**config.mk**
```make
export PLATFORM = sky130hd
export DESIGN_NAME = bridge_command_register
export DESIGN_NICKNAME = d
export VERILOG_FILES = /design/src/rtl/bridge_command_register.v /design/src/rtl/serr_reporter.v /design/src/rtl/window_range_match.v
export VERILOG_INCLUDE_DIRS = /design/src /design/src/rtl
export SDC_FILE = /design/constraint.sdc
export NUM_CORES = 1
export LEC_CHECK = 0
export BUFFER_PORTS_ARGS = -buffer_cell sky130_fd_sc_hd__buf_2
export CAP_MARGIN = 30
export CORE_MARGIN = 3
export CORE_UTILIZATION = 44
export CTS_BUF_LIST = sky130_fd_sc_hd__clkbuf_16
export DETAILED_ROUTE_END_ITERATION = 12
export PLACE_DENSITY_LB_ADDON = 0.3
export SETUP_SLACK_MARGIN = 0.05
export SLEW_MARGIN = 20
export SYNTH_ARGS = -nofsm -noshare
export SYNTH_HDL_FRONTEND = slang
export SYNTH_SLANG_ARGS = --single-unit
```
**constraint.sdc**
```tcl
create_clock -name ref_clk -period 1.8 [get_ports ref_clk]
set_input_delay 0 -clock ref_clk [delete_from_list [all_inputs] [get_ports ref_clk]]
set_output_delay 0 -clock ref_clk [all_outputs]
set_load 0.02 [all_outputs]
```
**src/rtl/bridge_cmd_consts.vh**
```
// constants for the bridge command register block
`ifndef BRIDGE_CMD_CONSTS_VH
`define BRIDGE_CMD_CONSTS_VH

// ==========================================================
// register map (byte offsets on the configuration port)
`define CMD_OFFSET 8'h04
`define ACT_OFFSET 8'h80

// ==========================================================
// reset values and masks
`define CMD_RESET 16'h0000
`define CMD_WR_MASK 16'h0107
`define ACT_RESET 16'h0000
`define RD_ZERO 16'h0000
`define CNT_ZERO 8'h00
`define CNT_ONE 8'h01

// ==========================================================
// command register bit positions
`define BIT_IO_EN 0
`define BIT_MEM_EN 1
`define BIT_BM_EN 2
`define BIT_SPECIAL 3
`define BIT_MWI 4
`define BIT_PERR 6
`define BIT_STEP 7
`define BIT_SERR 8
`define BIT_FAST_B2B_ENABLE 9

// ==========================================================
// window field to address mapping
`define MEM_ADDR_HI 31
`define MEM_ADDR_LO 20
`define WIN_FIELD_HI 15
`define WIN_FIELD_LO 4
`define IO_ADDR_HI 15
`define IO_ADDR_LO 12
`define IO_FIELD_HI 7
`define IO_FIELD_LO 4

// ==========================================================
// activity register layout
`define ACT_ABORT_HI 7
`define ACT_ABORT_LO 0
`define ACT_SERR_HI 15
`define ACT_SERR_LO 8

`endif

```
**src/rtl/bridge_command_register.v**
```verilog
// command register of the virtual bridge function with its decode gating
//
// Functional notes
// 16-bit mixed register, resets to zero
// bit 9 reads zero, ignores writes
// bit 8 enables system-error messaging
// bit 8 clear: no error message
// bit 8 set: enabled errors messaged, recorded
// bit 7 reads zero, ignores writes
// bit 6 reads zero, no parity
// bit 4 read-only, returns zero
// bit 3 reads zero, ignores writes
// bit 2 clear: master cycles aborted
// bit 2 set: accept in-range master cycles
// sideband and pipe requests ignore bit 2
// bit 1 clear: no memory decode
// bit 1 set: both memory windows decode
// bit 0 clear: no I/O decode
// software sets bit 0 before I/O
// reserved bits read zero, ignore writes
//
// The implementer's own choice: strobed register access.
`include "bridge_cmd_consts.vh"
module bridge_command_register #(
	parameter NERR = 4
) (
	// clock and reset
	input wire ref_clk,
	input wire rst,
	// configuration port
	input wire [7:0] cfg_addr,
	input wire [15:0] cfg_wdata,
	input wire cfg_wr,
	input wire cfg_rd,
	output reg [15:0] cfg_rdata,
	// window bounds from the partner registers
	input wire [15:0] memory_window_base,
	input wire [15:0] memory_window_limit,
	input wire [15:0] prefetch_window_base,
	input wire [15:0] prefetch_window_limit,
	input wire [7:0] io_window_base,
	input wire [7:0] io_window_limit,
	// error reporting
	input wire [NERR-1:0] bridge_control_reg,
	input wire [NERR-1:0] err_condition,
	input wire hub_link_ready,
	output reg hub_link_serr_msg,
	output reg sys_err_signaled,
	// primary-side cycles aimed at the bridge
	input wire host_req_valid,
	input wire [31:0] host_req_addr,
	input wire host_req_is_io,
	output reg host_mem_claim,
	output reg host_io_claim,
	// secondary-side master cycles
	input wire frame_req_valid,
	input wire frame_req_in_range,
	output reg frame_accept,
	output reg frame_master_abort,
	// sideband and pipe requests
	input wire sba_req_valid,
	output reg sba_accept,
	// command bits for the rest of the bridge
	output reg bus_master_enable,
	output reg memory_access_enable,
	output reg io_access_enable,
	output reg sys_err_msg_enable
);

	// ==========================================================
	// register storage
	reg [15:0] bridge_command_reg;
	reg [15:0] bridge_command_next;
	reg [7:0] abort_count_reg;
	reg [7:0] abort_count_next;
	reg [7:0] serr_count_reg;
	reg [7:0] serr_count_next;
	reg [15:0] rdata_next;

	wire cmd_sel = (cfg_addr == `CMD_OFFSET);
	wire act_sel = (cfg_addr == `ACT_OFFSET);

	// only the four writable bits are stored; every hardwired and reserved
	// bit is forced to zero so no write can ever reach it
	always @* begin
		bridge_command_next = bridge_command_reg;
		if (cfg_wr && cmd_sel) begin
			bridge_command_next = cfg_wdata & `CMD_WR_MASK;
		end
	end

	always @(posedge ref_clk) begin
		if (rst) begin
			bridge_command_reg <= `CMD_RESET;
		end else begin
			bridge_command_reg <= bridge_command_next;
		end
	end

	// ==========================================================
	// decoded command bits
	wire io_en = bridge_command_reg[`BIT_IO_EN];
	wire mem_en = bridge_command_reg[`BIT_MEM_EN];
	wire bm_en = bridge_command_reg[`BIT_BM_EN];
	wire serr_en = bridge_command_reg[`BIT_SERR];

	// ==========================================================
	// primary-side window decode
	wire mem_hit;
	wire pref_hit;
	wire io_hit;

	window_range_match #(
		.W(12)
	) u_mem_window (
		.enable(mem_en),
		.addr_field(host_req_addr[`MEM_ADDR_HI:`MEM_ADDR_LO]),
		.base(memory_window_base[`WIN_FIELD_HI:`WIN_FIELD_LO]),
		.limit(memory_window_limit[`WIN_FIELD_HI:`WIN_FIELD_LO]),
		.hit(mem_hit)
	);

	window_range_match #(
		.W(12)
	) u_pref_window (
		.enable(mem_en),
		.addr_field(host_req_addr[`MEM_ADDR_HI:`MEM_ADDR_LO]),
		.base(prefetch_window_base[`WIN_FIELD_HI:`WIN_FIELD_LO]),
		.limit(prefetch_window_limit[`WIN_FIELD_HI:`WIN_FIELD_LO]),
		.hit(pref_hit)
	);

	// the I/O window stays dark until software turns on the enable
	window_range_match #(
		.W(4)
	) u_io_window (
		.enable(io_en),
		.addr_field(host_req_addr[`IO_ADDR_HI:`IO_ADDR_LO]),
		.base(io_window_base[`IO_FIELD_HI:`IO_FIELD_LO]),
		.limit(io_window_limit[`IO_FIELD_HI:`IO_FIELD_LO]),
		.hit(io_hit)
	);

	wire mem_claim_next = host_req_valid & ~host_req_is_io & (mem_hit | pref_hit);
	wire io_claim_next = host_req_valid & host_req_is_io & io_hit;

	// ==========================================================
	// secondary-side master cycles
	// without the enable the cycle is never claimed, so the master aborts
	wire accept_next = frame_req_valid & bm_en & frame_req_in_range;
	wire abort_next = frame_req_valid & ~(bm_en & frame_req_in_range);
	// sideband and pipe requests bypass the master enable entirely
	wire sba_next = sba_req_valid;

	// ==========================================================
	// system-error messaging
	wire msg_valid;
	wire signaled;

	serr_reporter #(
		.NERR(NERR)
	) u_serr (
		.ref_clk(ref_clk),
		.rst(rst),
		.global_en(serr_en),
		.err_enable(bridge_control_reg),
		.err_cond(err_condition),
		.link_ready(hub_link_ready),
		.msg_valid(msg_valid),
		.signaled(signaled)
	);

	// ==========================================================
	// activity counters
	// a count event in the same cycle as the clearing write survives as one
	always @* begin
		abort_count_next = abort_count_reg;
		serr_count_next = serr_count_reg;
		if (cfg_wr && act_sel) begin
			abort_count_next = `CNT_ZERO;
			serr_count_next = `CNT_ZERO;
		end
		if (frame_master_abort) begin
			if (cfg_wr && act_sel) begin
				abort_count_next = `CNT_ONE;
			end else begin
				abort_count_next = abort_count_reg + `CNT_ONE;
			end
		end
		if (signaled) begin
			if (cfg_wr && act_sel) begin
				serr_count_next = `CNT_ONE;
			end else begin
				serr_count_next = serr_count_reg + `CNT_ONE;
			end
		end
	end

	always @(posedge ref_clk) begin
		if (rst) begin
			abort_count_reg <= `CNT_ZERO;
			serr_count_reg <= `CNT_ZERO;
		end else begin
			abort_count_reg <= abort_count_next;
			serr_count_reg <= serr_count_next;
		end
	end

	// ==========================================================
	// read path
	// counters saturate never; they wrap, which software must allow for
	always @* begin
		rdata_next = `RD_ZERO;
		if (cfg_rd && cmd_sel) begin
			rdata_next = bridge_command_reg;
		end else if (cfg_rd && act_sel) begin
			rdata_next = {serr_count_reg, abort_count_reg};
		end
	end

	// ==========================================================
	// output registers
	always @(posedge ref_clk) begin
		if (rst) begin
			cfg_rdata <= `RD_ZERO;
			hub_link_serr_msg <= 1'b0;
			sys_err_signaled <= 1'b0;
			host_mem_claim <= 1'b0;
			host_io_claim <= 1'b0;
			frame_accept <= 1'b0;
			frame_master_abort <= 1'b0;
			sba_accept <= 1'b0;
			bus_master_enable <= 1'b0;
			memory_access_enable <= 1'b0;
			io_access_enable <= 1'b0;
			sys_err_msg_enable <= 1'b0;
		end else begin
			cfg_rdata <= rdata_next;
			hub_link_serr_msg <= msg_valid & serr_en;
			sys_err_signaled <= signaled;
			host_mem_claim <= mem_claim_next;
			host_io_claim <= io_claim_next;
			frame_accept <= accept_next;
			frame_master_abort <= abort_next;
			sba_accept <= sba_next;
			bus_master_enable <= bridge_command_next[`BIT_BM_EN];
			memory_access_enable <= bridge_command_next[`BIT_MEM_EN];
			io_access_enable <= bridge_command_next[`BIT_IO_EN];
			sys_err_msg_enable <= bridge_command_next[`BIT_SERR];
		end
	end

endmodule

```
**src/rtl/serr_reporter.v**
```verilog
// system-error message request toward the hub link
`include "bridge_cmd_consts.vh"
module serr_reporter #(
	parameter NERR = 4
) (
	// clock and reset
	input wire ref_clk,
	input wire rst,
	// enables
	input wire global_en,
	input wire [NERR-1:0] err_enable,
	// error events, one-cycle pulses
	input wire [NERR-1:0] err_cond,
	// hub link handshake
	input wire link_ready,
	output reg msg_valid,
	output reg signaled
);

	// ==========================================================
	// per-condition gating
	wire [NERR-1:0] qual;
	genvar i;
	generate
		for (i = 0; i < NERR; i = i + 1) begin : g_qual
			assign qual[i] = err_cond[i] & err_enable[i];
		end
	endgenerate

	wire fire = global_en & (|qual);
	wire sent = msg_valid & link_ready;
	reg msg_next;

	// ==========================================================
	// pending message
	always @* begin
		msg_next = msg_valid;
		if (!global_en) begin
			msg_next = 1'b0;
		end else if (fire) begin
			msg_next = 1'b1;
		end else if (sent) begin
			msg_next = 1'b0;
		end
	end

	// a new error in the cycle the message leaves keeps the request up
	always @(posedge ref_clk) begin
		if (rst) begin
			msg_valid <= 1'b0;
			signaled <= 1'b0;
		end else begin
			msg_valid <= msg_next;
			signaled <= sent & global_en;
		end
	end

endmodule

```
**src/rtl/window_range_match.v**
```verilog
// inclusive base/limit address window comparator
module window_range_match #(
	parameter W = 12
) (
	// qualifier
	input wire enable,
	// address field and window bounds
	input wire [W-1:0] addr_field,
	input wire [W-1:0] base,
	input wire [W-1:0] limit,
	// result
	output wire hit
);

	// ==========================================================
	// compare
	// a base above the limit gives an empty window, as the reset values intend
	assign hit = enable && (addr_field >= base) && (addr_field <= limit);

endmodule

```
* Word-level counts from Yosys, hierarchy flattened
Index checks and enable logic that the tools add are counted.
** Word-level totals
- Bits of input ports :: 154
- Output and inout bits :: 27
- Bits in registers :: 49
** Cells by class
- Reductions and logical operators :: 16
- Add/subtract/negate cells :: 2
- Bitwise logic cells :: 21
- Magnitude comparators :: 6
- Eq/ne operators :: 2
- Muxes and demuxes :: 10
** Operator list (number)
- $mux 8 :: 5
- $mux 9 :: 3
- $ge 12x12->1 :: 2
- $le 12x12->1 :: 2
- $add 8x1->8 const B :: 2
- $and 1x1->1 :: 16
- $logic_and 1x1->1 :: 10
- $eq 8x3->1 const B :: 1
- $eq 8x8->1 const B :: 1
- $reduce_bool 2->1 :: 3
- $ge 4x4->1 :: 1
- $le 4x4->1 :: 1
- $not 1->1 :: 4
- $reduce_or 4->1 :: 1
- $reduce_or 3->1 :: 1
- $mux 1 :: 2
- $reduce_or 2->1 :: 1
- $or 1x1->1 :: 1

* Logic depth before layout (Yosys ltp)
Gate-level depths: netlist of run 1.
- Word-level depth :: 5
- Mapped depth :: 7
- Depth with buffers taken out :: 7

* Cells and area by module
Synthesis of run 1 repeated with hierarchy kept, for this count alone.
** Second synthesis, totals
- Cell total of the unflattened synthesis :: 373
- Area total of the unflattened synthesis :: 3126.7 µm²
** Modules (own cells, without submodules)
- bridge_command_register :: seq. area each 860.8 µm², cells an instance 166, instances 1, area an instance 1647.8 µm²
- window_range_match (u_mem_window ...) :: seq. area each 0.0 µm², cells an instance 85, instances 2, area an instance 601.8 µm²
- window_range_match (u_io_window) :: seq. area each 0.0 µm², cells an instance 28, instances 1, area an instance 193.9 µm²
- serr_reporter :: seq. area each 40.0 µm², cells an instance 9, instances 1, area an instance 81.3 µm²

* Worst setup path before layout of run 1
OpenSTA, ideal clock, no wires.
- Kind :: input to register
- Start point :: in host_req_addr[20]
- End point :: reg host_mem_claim
- Stages :: 7
- Setup slack :: 0.436 ns
- Path buffers :: 0
- Data arrival time :: 1.231 ns
- Setup time :: 0.133 ns
- Data required time :: 1.667 ns
- Cells stage by stage :: inv_1 > ha_1 > nand2b_1 > a2111oi_0 > a2111oi_0 > o41ai_1 > o22ai_1
** Between the ends
- Word-level cells in the longest chain between the ends :: 5
** RTL lines
- start: declaration :: RTL line bridge_command_register.v:51 : input wire [31:0] host_req_addr,
- $ge 12x12->1 :: RTL line window_range_match.v:18 : assign hit = enable && (addr_field >= base) && (addr_field <= limit);
- $logic_and 1x1->1 (2 in a row) :: RTL line window_range_match.v:18
- $or 1x1->1 (*) :: RTL line bridge_command_register.v:144 : wire mem_claim_next = host_req_valid & ~host_req_is_io & (mem_hit | pref_hit);
- $and 1x1->1 (*) :: RTL line bridge_command_register.v:144
- end signal: assignment :: RTL line bridge_command_register.v:241 : host_mem_claim <= mem_claim_next;
- end: declaration :: RTL line bridge_command_register.v:53 : output reg host_mem_claim,
Mark *: on every way between the ends. The rest lies on a longest branch, timed or not.
A chain may end at the register's enable or synchronous reset.

* Final worst setup path of run 1
Ends and elaborated chain as after synthesis.

==> results by group, run 1 <==
Die
  • Top Ports: 181
  • Initial Utilization: 46.0%
  • Core Area: 6420 sq um
  • Die width: 88.0 um
  • Full die area: 7740 sq um
  • Row count: 29
  • Die Ht: 88.0 um

Synthesis
  • Synth area leaders: dfxtp_1 30%, ha_1 25%, inv_1 7.0%
  • Synth area leader: dfxtp_1
  • Top FF cell, synth: dfxtp_1
  • Mean Syn Cell Area: 8.64 sq um
  • Netlist area before placement: 2960 sq um
  • Yosys reg bits: 45
  • Syn Nets: 554
  • Mapped Cells: 342
  • Async SR Flop Fraction: 0%
  • Yosys cell types: 42
  • EDFF count, synth: 0
  • Top-area cell type share of the netlist area: 30.5%
  • Yosys warning count: 0
  • Post-synthesis sequential area ratio: 30.5%

STA
  • Worst slew margin: 62.1%
  • Setup violations, final: 0
  • Final WS setup: 453 ps
  • Max-slew violation count: 0
  • Period utilization: 74.8%
  • RSZ-0062 raised after global routing: no
  • TNS Setup: 0 ps
  • Max Freq: 742 MHz
  • Final Critical Period: 1350 ps
  • Hold Fails Final Rpt: 1
  • Hold WS: -3.80 ps
  • Clk_skew: 5.58 ps
  • Worst-Margin Slew: 568 ps

Detailed routing
  • Antenna Nets Post-Route: 0
  • # DRC: 0
  • Detailed-route via count: 2831
  • DR iter-0 viols: 58
  • Vias/cell: 5.00
  • Pre-Repair DR Iteration Count: 5
  • DR WL/cell: 12.8 um
  • Drt total wl: 7230 um

Placement
  • Placed Instances: 547
  • # port buffers: 128
  • Setup WS pre-CTS: 192 ps
  • GP Congestion: 0.821
  • Final HPWL DP: 5830 um

Status
  • Status: finished with violations
  • Violated checks: hold timing

Worst setup path
  • Largest fanout on the critical path: 4
  • Critical Path End Type: register
  • Crit path DAT: 1500 ps
  • Kind of start point of the critical path: input pin
  • Critical Path RT: 1950 ps
  • Crit Path Category: input pin to register

CTS
  • CTS root buffer: clkbuf_16
  • Clk slew on worst S/H paths: 60 ps
  • Setup Buffers After CTS: 0
  • Number of CTS-inserted buffers: 5
  • CTS tree: yes
  • Latest clock arrival within the worst-skew pair: 280 ps
  • Max Root-Sink Buffers: 2
  • Clock sink count: 45
  • H-tree depth: 2

GRT
  • Gr ovfl total: 0
  • Initial antenna violation count: 0
  • First-pass GRT wire length: 11700 um
  • All-Layer GR Usage: 18.9%
  • Pin count of the biggest net entering global routing: 16
  • Vias in the first global route: 2777

Power
  • Clock Power Share: 41.0%
  • VDD IR-drop max: 395 uV
  • Register share of total power: 40.9%
  • Pwr dens: 619 nW/um^2
  • Internal power: 1880 uW
  • Comb power frac: 18.1%
  • Sw Pwr: 577 uW
  • Leak: 0.00219 uW
  • Switching Fraction: 23.5%

Hold path
  • Hold WC Path Type: input pin to register

Finish
  • Layout Nets: 699
  • Filler instances: 566
  • Commonest non-fill, non-tap cell in the layout: buf_2
  • Post-Layout Cell Count: 566
  • Max FFs per register: 16
  • Most frequent cells in the layout: 128 x buf_2, 58 x ha_1, 56 x inv_1
  • Layout cells sized above 1: 29.1%
  • Area growth syn-to-layout: 34.3%

Flow run
  • Max-cap violations: 0
logic make-up after synthesis:
logic type               synth area share [%]
AND/OR/NAND/NOR                          20.3
buffers and inverters                    7.54
adder cells (fa/ha/maj)                  24.6
AO/OA/AOI/OAI                            11.2
flip-flops                               30.5
XOR/XNOR                                 3.85
multiplexers                             2.03
power by group through the flow:
stage	combinational (uW)	sequential [uW]	clock [uW]
3_3_place_gp	414	1030	0
4_1_cts	447	1010	1020
6_report	445	1010	1010
5_1_grt	511	1010	1070
2_1_floorplan	229	1030	0
3_5_place_dp	426	1030	0
layer usage:
metal	vias up	wire, um	GRT usage, %
met4	0	214	8.37
met1	1254	2970	21.2
met3	21	366	4.42
met2	88	3680	33.7
met5	-	0	0
li1	1468	-	-
area by class of cell:
class / count / area (sq um) / area share, %
Multi-Input combinational cell: 239 / 1830 / 46.2
Clock buffer: 5 / 125 / 3.15
Tap cell: 77 / 96.3 / 2.43
Inverter: 55 / 206 / 5.20
Clock inverter: 3 / 42.5 / 1.07
Sequential cell: 45 / 901 / 22.7
Timing Repair Buffer: 141 / 763 / 19.2
Antenna cell: 1 / 2.50 / 0.0631
synthesized netlist by cell type (all sizes together), types with 3 or more instances:
library cell / n
nor2b: 8
a21o: 4
and3: 3
nor3: 3
a21oi: 20
xor2: 12
and2: 14
nand4: 17
mux2i: 6
ha: 58
dfxtp: 45
inv: 55
nor2: 28
nand2: 17
nand2b: 8
nand3: 5
o21ai: 8
a22oi: 4
worst paths after layout:
path              cells past startpoint  slack, ps                end               start
setup reg to reg                      5        500  serr_count_reg[7]     u_serr.signaled
hold reg to reg                       1        480       cfg_rdata[7]  abort_count_reg[7]
setup / recovery                      8        450     host_mem_claim   host_req_addr[20]
hold / removal                        3         -4   u_serr.msg_valid    err_condition[2]
critical path, stage by stage:
cell,delay (ps)
buf_2,90
inv_1,110
ha_1,240
nand2b_1,140
a2111oi_0,390
a2111oi_0,130
o41ai_1,260
o22ai_1,130
through the flow:
step | hold WS [ps] | util [%] | instance area [sq um] | total power, uW
finish | -3.80 | 61.8 | 3970 | 2460
global route | 8.17 | 61.8 | 3970 | 2590
CTS | 0.0799 | 61.8 | 3970 | 2470
detailed placement | 216 | 57.6 | 3700 | 1450
global placement | 209 | 57.6 | 3700 | 1440
floorplan | 83.3 | - | 2960 | 1260
timing repair:
action,CTS,global route
hold buffers,10,0
endpoints found under the hold margin,9,0
gates resized for setup,0,0
Note: power is estimated with default switching activity, not from simulation.
==> run 2: changes to the inputs <==
==> constraint.sdc (replaced) <==
create_clock -name ref_clk -period 1.4 [get_ports ref_clk]
set_input_delay 0 -clock ref_clk [delete_from_list [all_inputs] [get_ports ref_clk]]
set_output_delay 0 -clock ref_clk [all_outputs]
set_load 0.02 [all_outputs]
==> results by group, run 2 (same netlist as run 1, synthesis figures left out) <==
Status
  • Status: completed (was finished with violations)

GRT
  • Vias in the first global route: 2880 (was 2777)
  • Pin count of the biggest net entering global routing: 16 (unchanged)
  • First-pass GRT wire length: 12300 um (was 11700 um)
  • Gr ovfl total: 0 (unchanged)
  • Initial antenna violation count: 0 (unchanged)
  • All-Layer GR Usage: 19.8% (was 18.9%)

Power
  • Internal power: 2250 uW (was 1880 uW)
  • Clock Power Share: 36.9% (was 41.0%)
  • Sw Pwr: 751 uW (was 577 uW)
  • Comb power frac: 20.0% (was 18.1%)
  • VDD IR-drop max: 483 uV (was 395 uV)
  • Switching Fraction: 25.1% (was 23.5%)
  • Design Power: 3000 uW (was 2460 uW)
  • Pwr dens: 743 nW/um^2 (was 619 nW/um^2)
  • Register share of total power: 43.1% (was 40.9%)
  • Leak: 0.00222 uW (was 0.00219 uW)

Worst setup path
  • R2R Setup Slk: 160 ps (was 500 ps)
  • Kind of start point of the critical path: input pin (unchanged)
  • Path depth of the worst reg2reg path: 4 (was 5)
  • RR Endpoint: abort_count_reg[7] (was serr_count_reg[7])
  • Crit path DAT: 1410 ps (was 1500 ps)
  • Largest fanout on the critical path: 2 (was 4)
  • R2R Path Start: abort_count_reg[0] (was u_serr.signaled)
  • Critical Path End Type: register (unchanged)
  • Critical Path RT: 1560 ps (was 1950 ps)
  • Crit Path Category: input pin to register (unchanged)

STA
  • Max Freq: 801 MHz
  • Clk_skew: 3.56 ps (was 5.58 ps)
  • Period utilization: 89.2%
  • Worst-Margin Slew: 400 ps (was 568 ps)
  • Hold Fails Final Rpt: 0 (was 1)
  • RSZ-0062 raised after global routing: no (unchanged)
  • Worst slew margin: 72.6% (was 62.1%)
  • Max-slew violation count: 0 (unchanged)
  • Final Critical Period: 1250 ps
  • Setup violations, final: 0 (unchanged)

Finish
  • Filler instances: 579 (was 566)
  • Fin area: 4030 sq um (was 3970 sq um)
  • Most frequent cells in the layout: 128 x buf_2, 57 x ha_1, 55 x inv_1 (was 128 x buf_2, 58 x ha_1, 56 x inv_1)
  • ANT cells: 0 (was 1)
  • Layout Nets: 709 (was 699)
  • Commonest non-fill, non-tap cell in the layout: buf_2 (unchanged)
  • Max FFs per register: 16 (unchanged)
  • Area growth syn-to-layout: 36.5% (was 34.3%)
  • Post-layout util: 62.8% (was 61.8%)
  • Layout cells sized above 1: 31.1% (was 29.1%)

Detailed routing
  • Drt total wl: 7340 um (was 7230 um)
  • Detailed-route via count: 2833 (was 2831)
  • DR WL/cell: 12.8 um (about the same)
  • Antenna Nets Post-Route: 0 (unchanged)
  • Pre-Repair DR Iteration Count: 4 (was 5)
  • DR iter-0 viols: 76 (was 58)
  • # DRC: 0 (unchanged)
  • Vias/cell: 4.93 (was 5.00)

Die
  • Top Ports: 181 (unchanged)
  • Core Area: 6420 sq um (unchanged)
  • Die width: 88.0 um (unchanged)
  • Initial Utilization: 46.0% (unchanged)
  • Row count: 29 (unchanged)
  • Die Ht: 88.0 um (unchanged)
  • Full die area: 7740 sq um (unchanged)

CTS
  • Clock sink count: 45 (unchanged)
  • Setup Buffers After CTS: 0 (unchanged)
  • CTS root buffer: clkbuf_16 (unchanged)
  • H-tree depth: 2 (unchanged)
  • Number of CTS-inserted buffers: 5 (unchanged)
  • Max Root-Sink Buffers: 2 (unchanged)
  • CTS tree: yes (unchanged)
  • Latest clock arrival within the worst-skew pair: 280 ps (about the same)
  • Clk slew on worst S/H paths: 60 ps (about the same)

Hold path
  • Hold wc startpoint: cfg_rd (was err_condition[2])
  • Number of cells on the worst hold path: 3 (unchanged)
  • Hold WC Path Type: input pin to register (unchanged)
  • WHS Endpoint: cfg_rdata[2] (was u_serr.msg_valid)

Placement
  • GP Congestion: 0.813 (was 0.821)
  • # port buffers: 128 (unchanged)
  • Final HPWL DP: 6150 um (was 5830 um)
  • Placed instance area: 3790 sq um (was 3700 sq um)

Flow run
  • Max-cap violations: 0 (unchanged)
run 2: changes by cell type in the layout (fill, tap and decap cells not counted), sizes merged:
cell	change
buf	+10
diode	-1
clkinv	+1
bufinv	-1
run 2: critical path: stages:
cell       delay [ps]
buf_2             110
inv_4              60
ha_4              190
nand2b_1          150
a2111oi_2         320
a2111oi_0         120
o41ai_1           360
o22ai_1           110
run 2: power by group through the flow:
stage | clock, uW | sequential (uW) | combinational (uW)
final | 1100 | 1290 | 599
after global routing | 1170 | 1290 | 696
after CTS | 1120 | 1290 | 599
after detailed placement | 0 | 1320 | 573
after global placement | 0 | 1320 | 549
after floorplan | 0 | 1330 | 297
run 2: stage by stage:
stage / setup TNS, ps / hold WS [ps] / instances / setup slack [ps]
CTS: 0 / 30.9 / 575 / 59.0
floorplan: 0 / 83.3 / 342 / 69.3
global placement: -240 / 209 / 557 / -240
global route: 0 / 33.4 / 575 / 47.4
finish: 0 / 28.1 / 575 / 152
detailed placement: -252 / 218 / 557 / -252
run 2: final cells by class:
type                    instances  area (sq um)  share of cell area [%]
flip-flops and latches         45           901                    22.3
multi-input cells             239          1850                    45.9
clock inverters                 3          13.8                   0.341
well taps                      77          96.3                    2.39
clock buffers                   5           125                    3.10
inverters                      55           209                    5.18
repair buffers                151           838                    20.8
run 2: per-layer routing:
| metal | routed length, um | global-route usage, % |
|---|---|---|
| met1 | 3040 | 23.3 |
| met2 | 3720 | 35.8 |
| met3 | 409 | 4.23 |
| met4 | 165 | 6.14 |
| met5 | 0 | 0 |
run 2: worst max-delay path by stage:
stage / end / slack, ps / start / cells past startpoint
global placement: host_mem_claim / -240 / host_req_addr[20] / 8
detailed placement: host_mem_claim / -250 / host_req_addr[20] / 8
CTS: host_mem_claim / 60 / host_req_addr[20] / 8
floorplan: host_mem_claim / 70 / host_req_addr[20] / 7
finish: host_mem_claim / 150 / host_req_addr[20] / 8
global route: host_mem_claim / 50 / host_req_addr[20] / 8
run 2: timing repair:
action                     CTS  global route
hold endpoints to repair     9             0
hold buffers                10             0
setup endpoints to repair    0             1
gates resized for setup      0             2
==> run 3: changes to the inputs <==
--- a/config.mk
+++ b/config.mk
@@ -9,7 +9,7 @@
 export BUFFER_PORTS_ARGS = -buffer_cell sky130_fd_sc_hd__buf_2
 export CAP_MARGIN = 30
 export CORE_MARGIN = 3
-export CORE_UTILIZATION = 44
+export CORE_UTILIZATION = 30
 export CTS_BUF_LIST = sky130_fd_sc_hd__clkbuf_16
 export DETAILED_ROUTE_END_ITERATION = 12
 export PLACE_DENSITY_LB_ADDON = 0.3
==> constraint.sdc (replaced) <==
create_clock -name ref_clk -period 1.4 [get_ports ref_clk]
set_input_delay 0.14 -clock ref_clk [delete_from_list [all_inputs] [get_ports ref_clk]]
set_output_delay 0.14 -clock ref_clk [all_outputs]
set_load 0.02 [all_outputs]
==> results by group, run 3 (same netlist as run 1, synthesis figures left out) <==
Placement
  • Placed Instances: 620 (was 557)
  • # port buffers: 128 (unchanged)
  • GP Congestion: 0.825 (was 0.813)
  • Final HPWL DP: 6590 um (was 6150 um)
  • Setup WS pre-CTS: -282 ps (was -252 ps)

STA
  • RSZ-0062 raised after global routing: yes (was no)
  • Final WS setup: 113 ps (was 152 ps)
  • Hold WS: 62.5 ps (was 28.1 ps)
  • Setup violations, final: 0 (unchanged)
  • Period utilization: 91.9% (was 89.2%)
  • Max-slew violation count: 0 (unchanged)
  • Clk_skew: 6.34 ps (was 3.56 ps)
  • Worst-Margin Slew: 353 ps (was 400 ps)
  • Final Critical Period: 1290 ps (was 1250 ps)
  • Max Freq: 777 MHz (was 801 MHz)
  • Hold Fails Final Rpt: 0 (unchanged)
  • Worst slew margin: 76.4% (was 72.6%)

Die
  • Full die area: 11100 sq um (was 7740 sq um)
  • Die Ht: 105 um (was 88.0 um)
  • Core Area: 9420 sq um (was 6420 sq um)
  • Row count: 35 (was 29)
  • Die width: 105 um (was 88.0 um)
  • Top Ports: 181 (unchanged)
  • Initial Utilization: 31.4% (was 46.0%)

GRT
  • All-Layer GR Usage: 13.5% (was 19.8%)
  • Pin count of the biggest net entering global routing: 16 (unchanged)
  • First-pass GRT wire length: 12500 um (was 12300 um)
  • Initial antenna violation count: 1 (was 0)
  • Gr ovfl total: 0 (unchanged)
  • Vias in the first global route: 2908 (was 2880)

Worst setup path
  • Path depth of the worst reg2reg path: 4 (unchanged)
  • CP dominant cell by count: o21ai_0
  • Worst path slowest cell: a221o_1 (was o41ai_1)
  • R2R Setup Slk: 150 ps (was 160 ps)
  • Critical Path End Type: register (unchanged)
  • Crit-path max cell delay: 340 ps (was 360 ps)
  • Critical Path RT: 1560 ps (about the same)
  • Crit path DAT: 1450 ps (was 1410 ps)
  • Kind of start point of the critical path: input pin (unchanged)
  • RR Endpoint: host_mem_claim (was abort_count_reg[7])
  • Cell family with most CP delay: compound AO/OA/AOI/OAI gates (unchanged)
  • Largest fanout on the critical path: 2 (unchanged)
  • Cell-by-cell trace of the critical path: buf_2 > inv_1 > ha_1 > a21oi_1 > o21ai_0 > a221o_1 > o21ai_0 > o22ai_1 (was buf_2 > inv_4 > ha_4 > nand2b_1 > a2111oi_2 > a2111oi_0 > o41ai_1 > o22ai_1)
  • R2R Path Start: bridge_command_reg[1] (was abort_count_reg[0])
  • WP buf/inv: 2 (unchanged)
  • Crit Path Category: input pin to register (unchanged)

CTS
  • H-tree depth: 2 (unchanged)
  • Hold-fix buffers, CTS: 0 (was 10)
  • Clk slew on worst S/H paths: 60 ps (about the same)
  • CTS root buffer: clkbuf_16 (unchanged)
  • Clock sink count: 45 (unchanged)
  • Setup Buffers After CTS: 0 (unchanged)
  • Max Root-Sink Buffers: 2 (unchanged)
  • CTS tree: yes (unchanged)
  • Latest clock arrival within the worst-skew pair: 280 ps (about the same)
  • Number of CTS-inserted buffers: 5 (unchanged)

Power
  • Leak: 0.00226 uW (was 0.00222 uW)
  • Pwr dens: 823 nW/um^2 (was 743 nW/um^2)
  • VDD IR-drop max: 441 uV (was 483 uV)

Finish
  • Register area: 901 sq um (unchanged)
  • Filler instances: 941 (was 579)
  • ANT cells: 0 (unchanged)
  • Most frequent cells in the layout: 127 x buf_2, 56 x ha_1, 54 x inv_1 (was 128 x buf_2, 57 x ha_1, 55 x inv_1)
  • Post-layout util: 44.4% (was 62.8%)
  • Post-Layout Cell Count: 628 (was 575)
  • Layout cells sized above 1: 33.9% (was 31.1%)
  • Commonest non-fill, non-tap cell in the layout: buf_2 (unchanged)
  • Area occupied by multi-input gates: 1880 sq um (was 1850 sq um)
  • Max FFs per register: 16 (unchanged)
  • Layout Nets: 710 (was 709)
  • Area growth syn-to-layout: 41.5% (was 36.5%)

Detailed routing
  • DR iter-0 viols: 68 (was 76)
  • Vias/cell: 4.52 (was 4.93)
  • Pre-Repair DR Iteration Count: 4 (unchanged)
  • Drt total wl: 7580 um (was 7340 um)
  • Antenna Nets Post-Route: 0 (unchanged)
  • # DRC: 0 (unchanged)
  • DR WL/cell: 12.1 um (was 12.8 um)
  • Detailed-route via count: 2839 (was 2833)

Hold path
  • Hold WC Path Type: input pin to register (unchanged)
  • Hold wc startpoint: frame_req_in_range (was cfg_rd)
  • Number of cells on the worst hold path: 2 (was 3)
  • WHS Endpoint: frame_master_abort (was cfg_rdata[2])

Flow run
  • Max-cap violations: 0 (unchanged)

Status
  • Status: completed (unchanged)
[run 3: cell count changes in the layout (fill, tap and decap cells not counted), moves of 2 or more]
| cell | before | now |
|---|---|---|
| clkinv_2 | 2 | 0 |
| buf_4 | 13 | 24 |
| bufinv_16 | 0 | 2 |
| dlygate4sd3_1 | 10 | 0 |
[run 3: per-layer routing]
layer / up-vias / track usage, % / wire length [um]
met5: - / 0 / 13
met4: 2 / 4.22 / 125
met3: 13 / 2.63 / 435
met2: 82 / 24.8 / 3720
met1: 1259 / 15.7 / 3290
li1: 1483 / - / -
[run 3: final cells by class]
type,count,area share (%)
multi-input cells,239,45.0
inverters,55,5.23
clock inverters,3,1.65
well taps,129,3.86
clock buffers,5,2.99
flip-flops and latches,45,21.5
repair buffers,152,19.7
[run 3: how the worst max path moves through the flow]
stage	slack [ps]	to	from	cells after the start
3_5_place_dp	-280	host_mem_claim	host_req_addr[20]	8
6_report	110	host_mem_claim	memory_window_base[11]	8
5_1_grt	-5	host_mem_claim	host_req_addr[20]	8
4_1_cts	90	host_mem_claim	memory_window_base[11]	8
2_1_floorplan	-6	host_mem_claim	host_req_addr[20]	7
3_3_place_gp	-250	host_mem_claim	host_req_addr[20]	8
[run 3: per-stage QoR]
stage               setup TNS (ps)  cell area, sq um  total power (uW)
detailed placement            -329              3990              1950
CTS                              0              4180              3480
finish                           0              4180              3440
global route                 -4.63              4180              3630
floorplan                    -6.05              3020              1640
global placement              -255              3990              1930
[run 3: power breakdown]
group | switching (uW) | internal (uW)
Combinational | 302 | 326
Clock | 493 | 1030
Sequential | 5.15 | 1290
Total | 801 | 2640
[run 3: repair_timing]
action                     4_1_cts  5_1_grt
setup endpoints to repair        1        1
gates resized for setup          0        2
pin swaps                        1        0
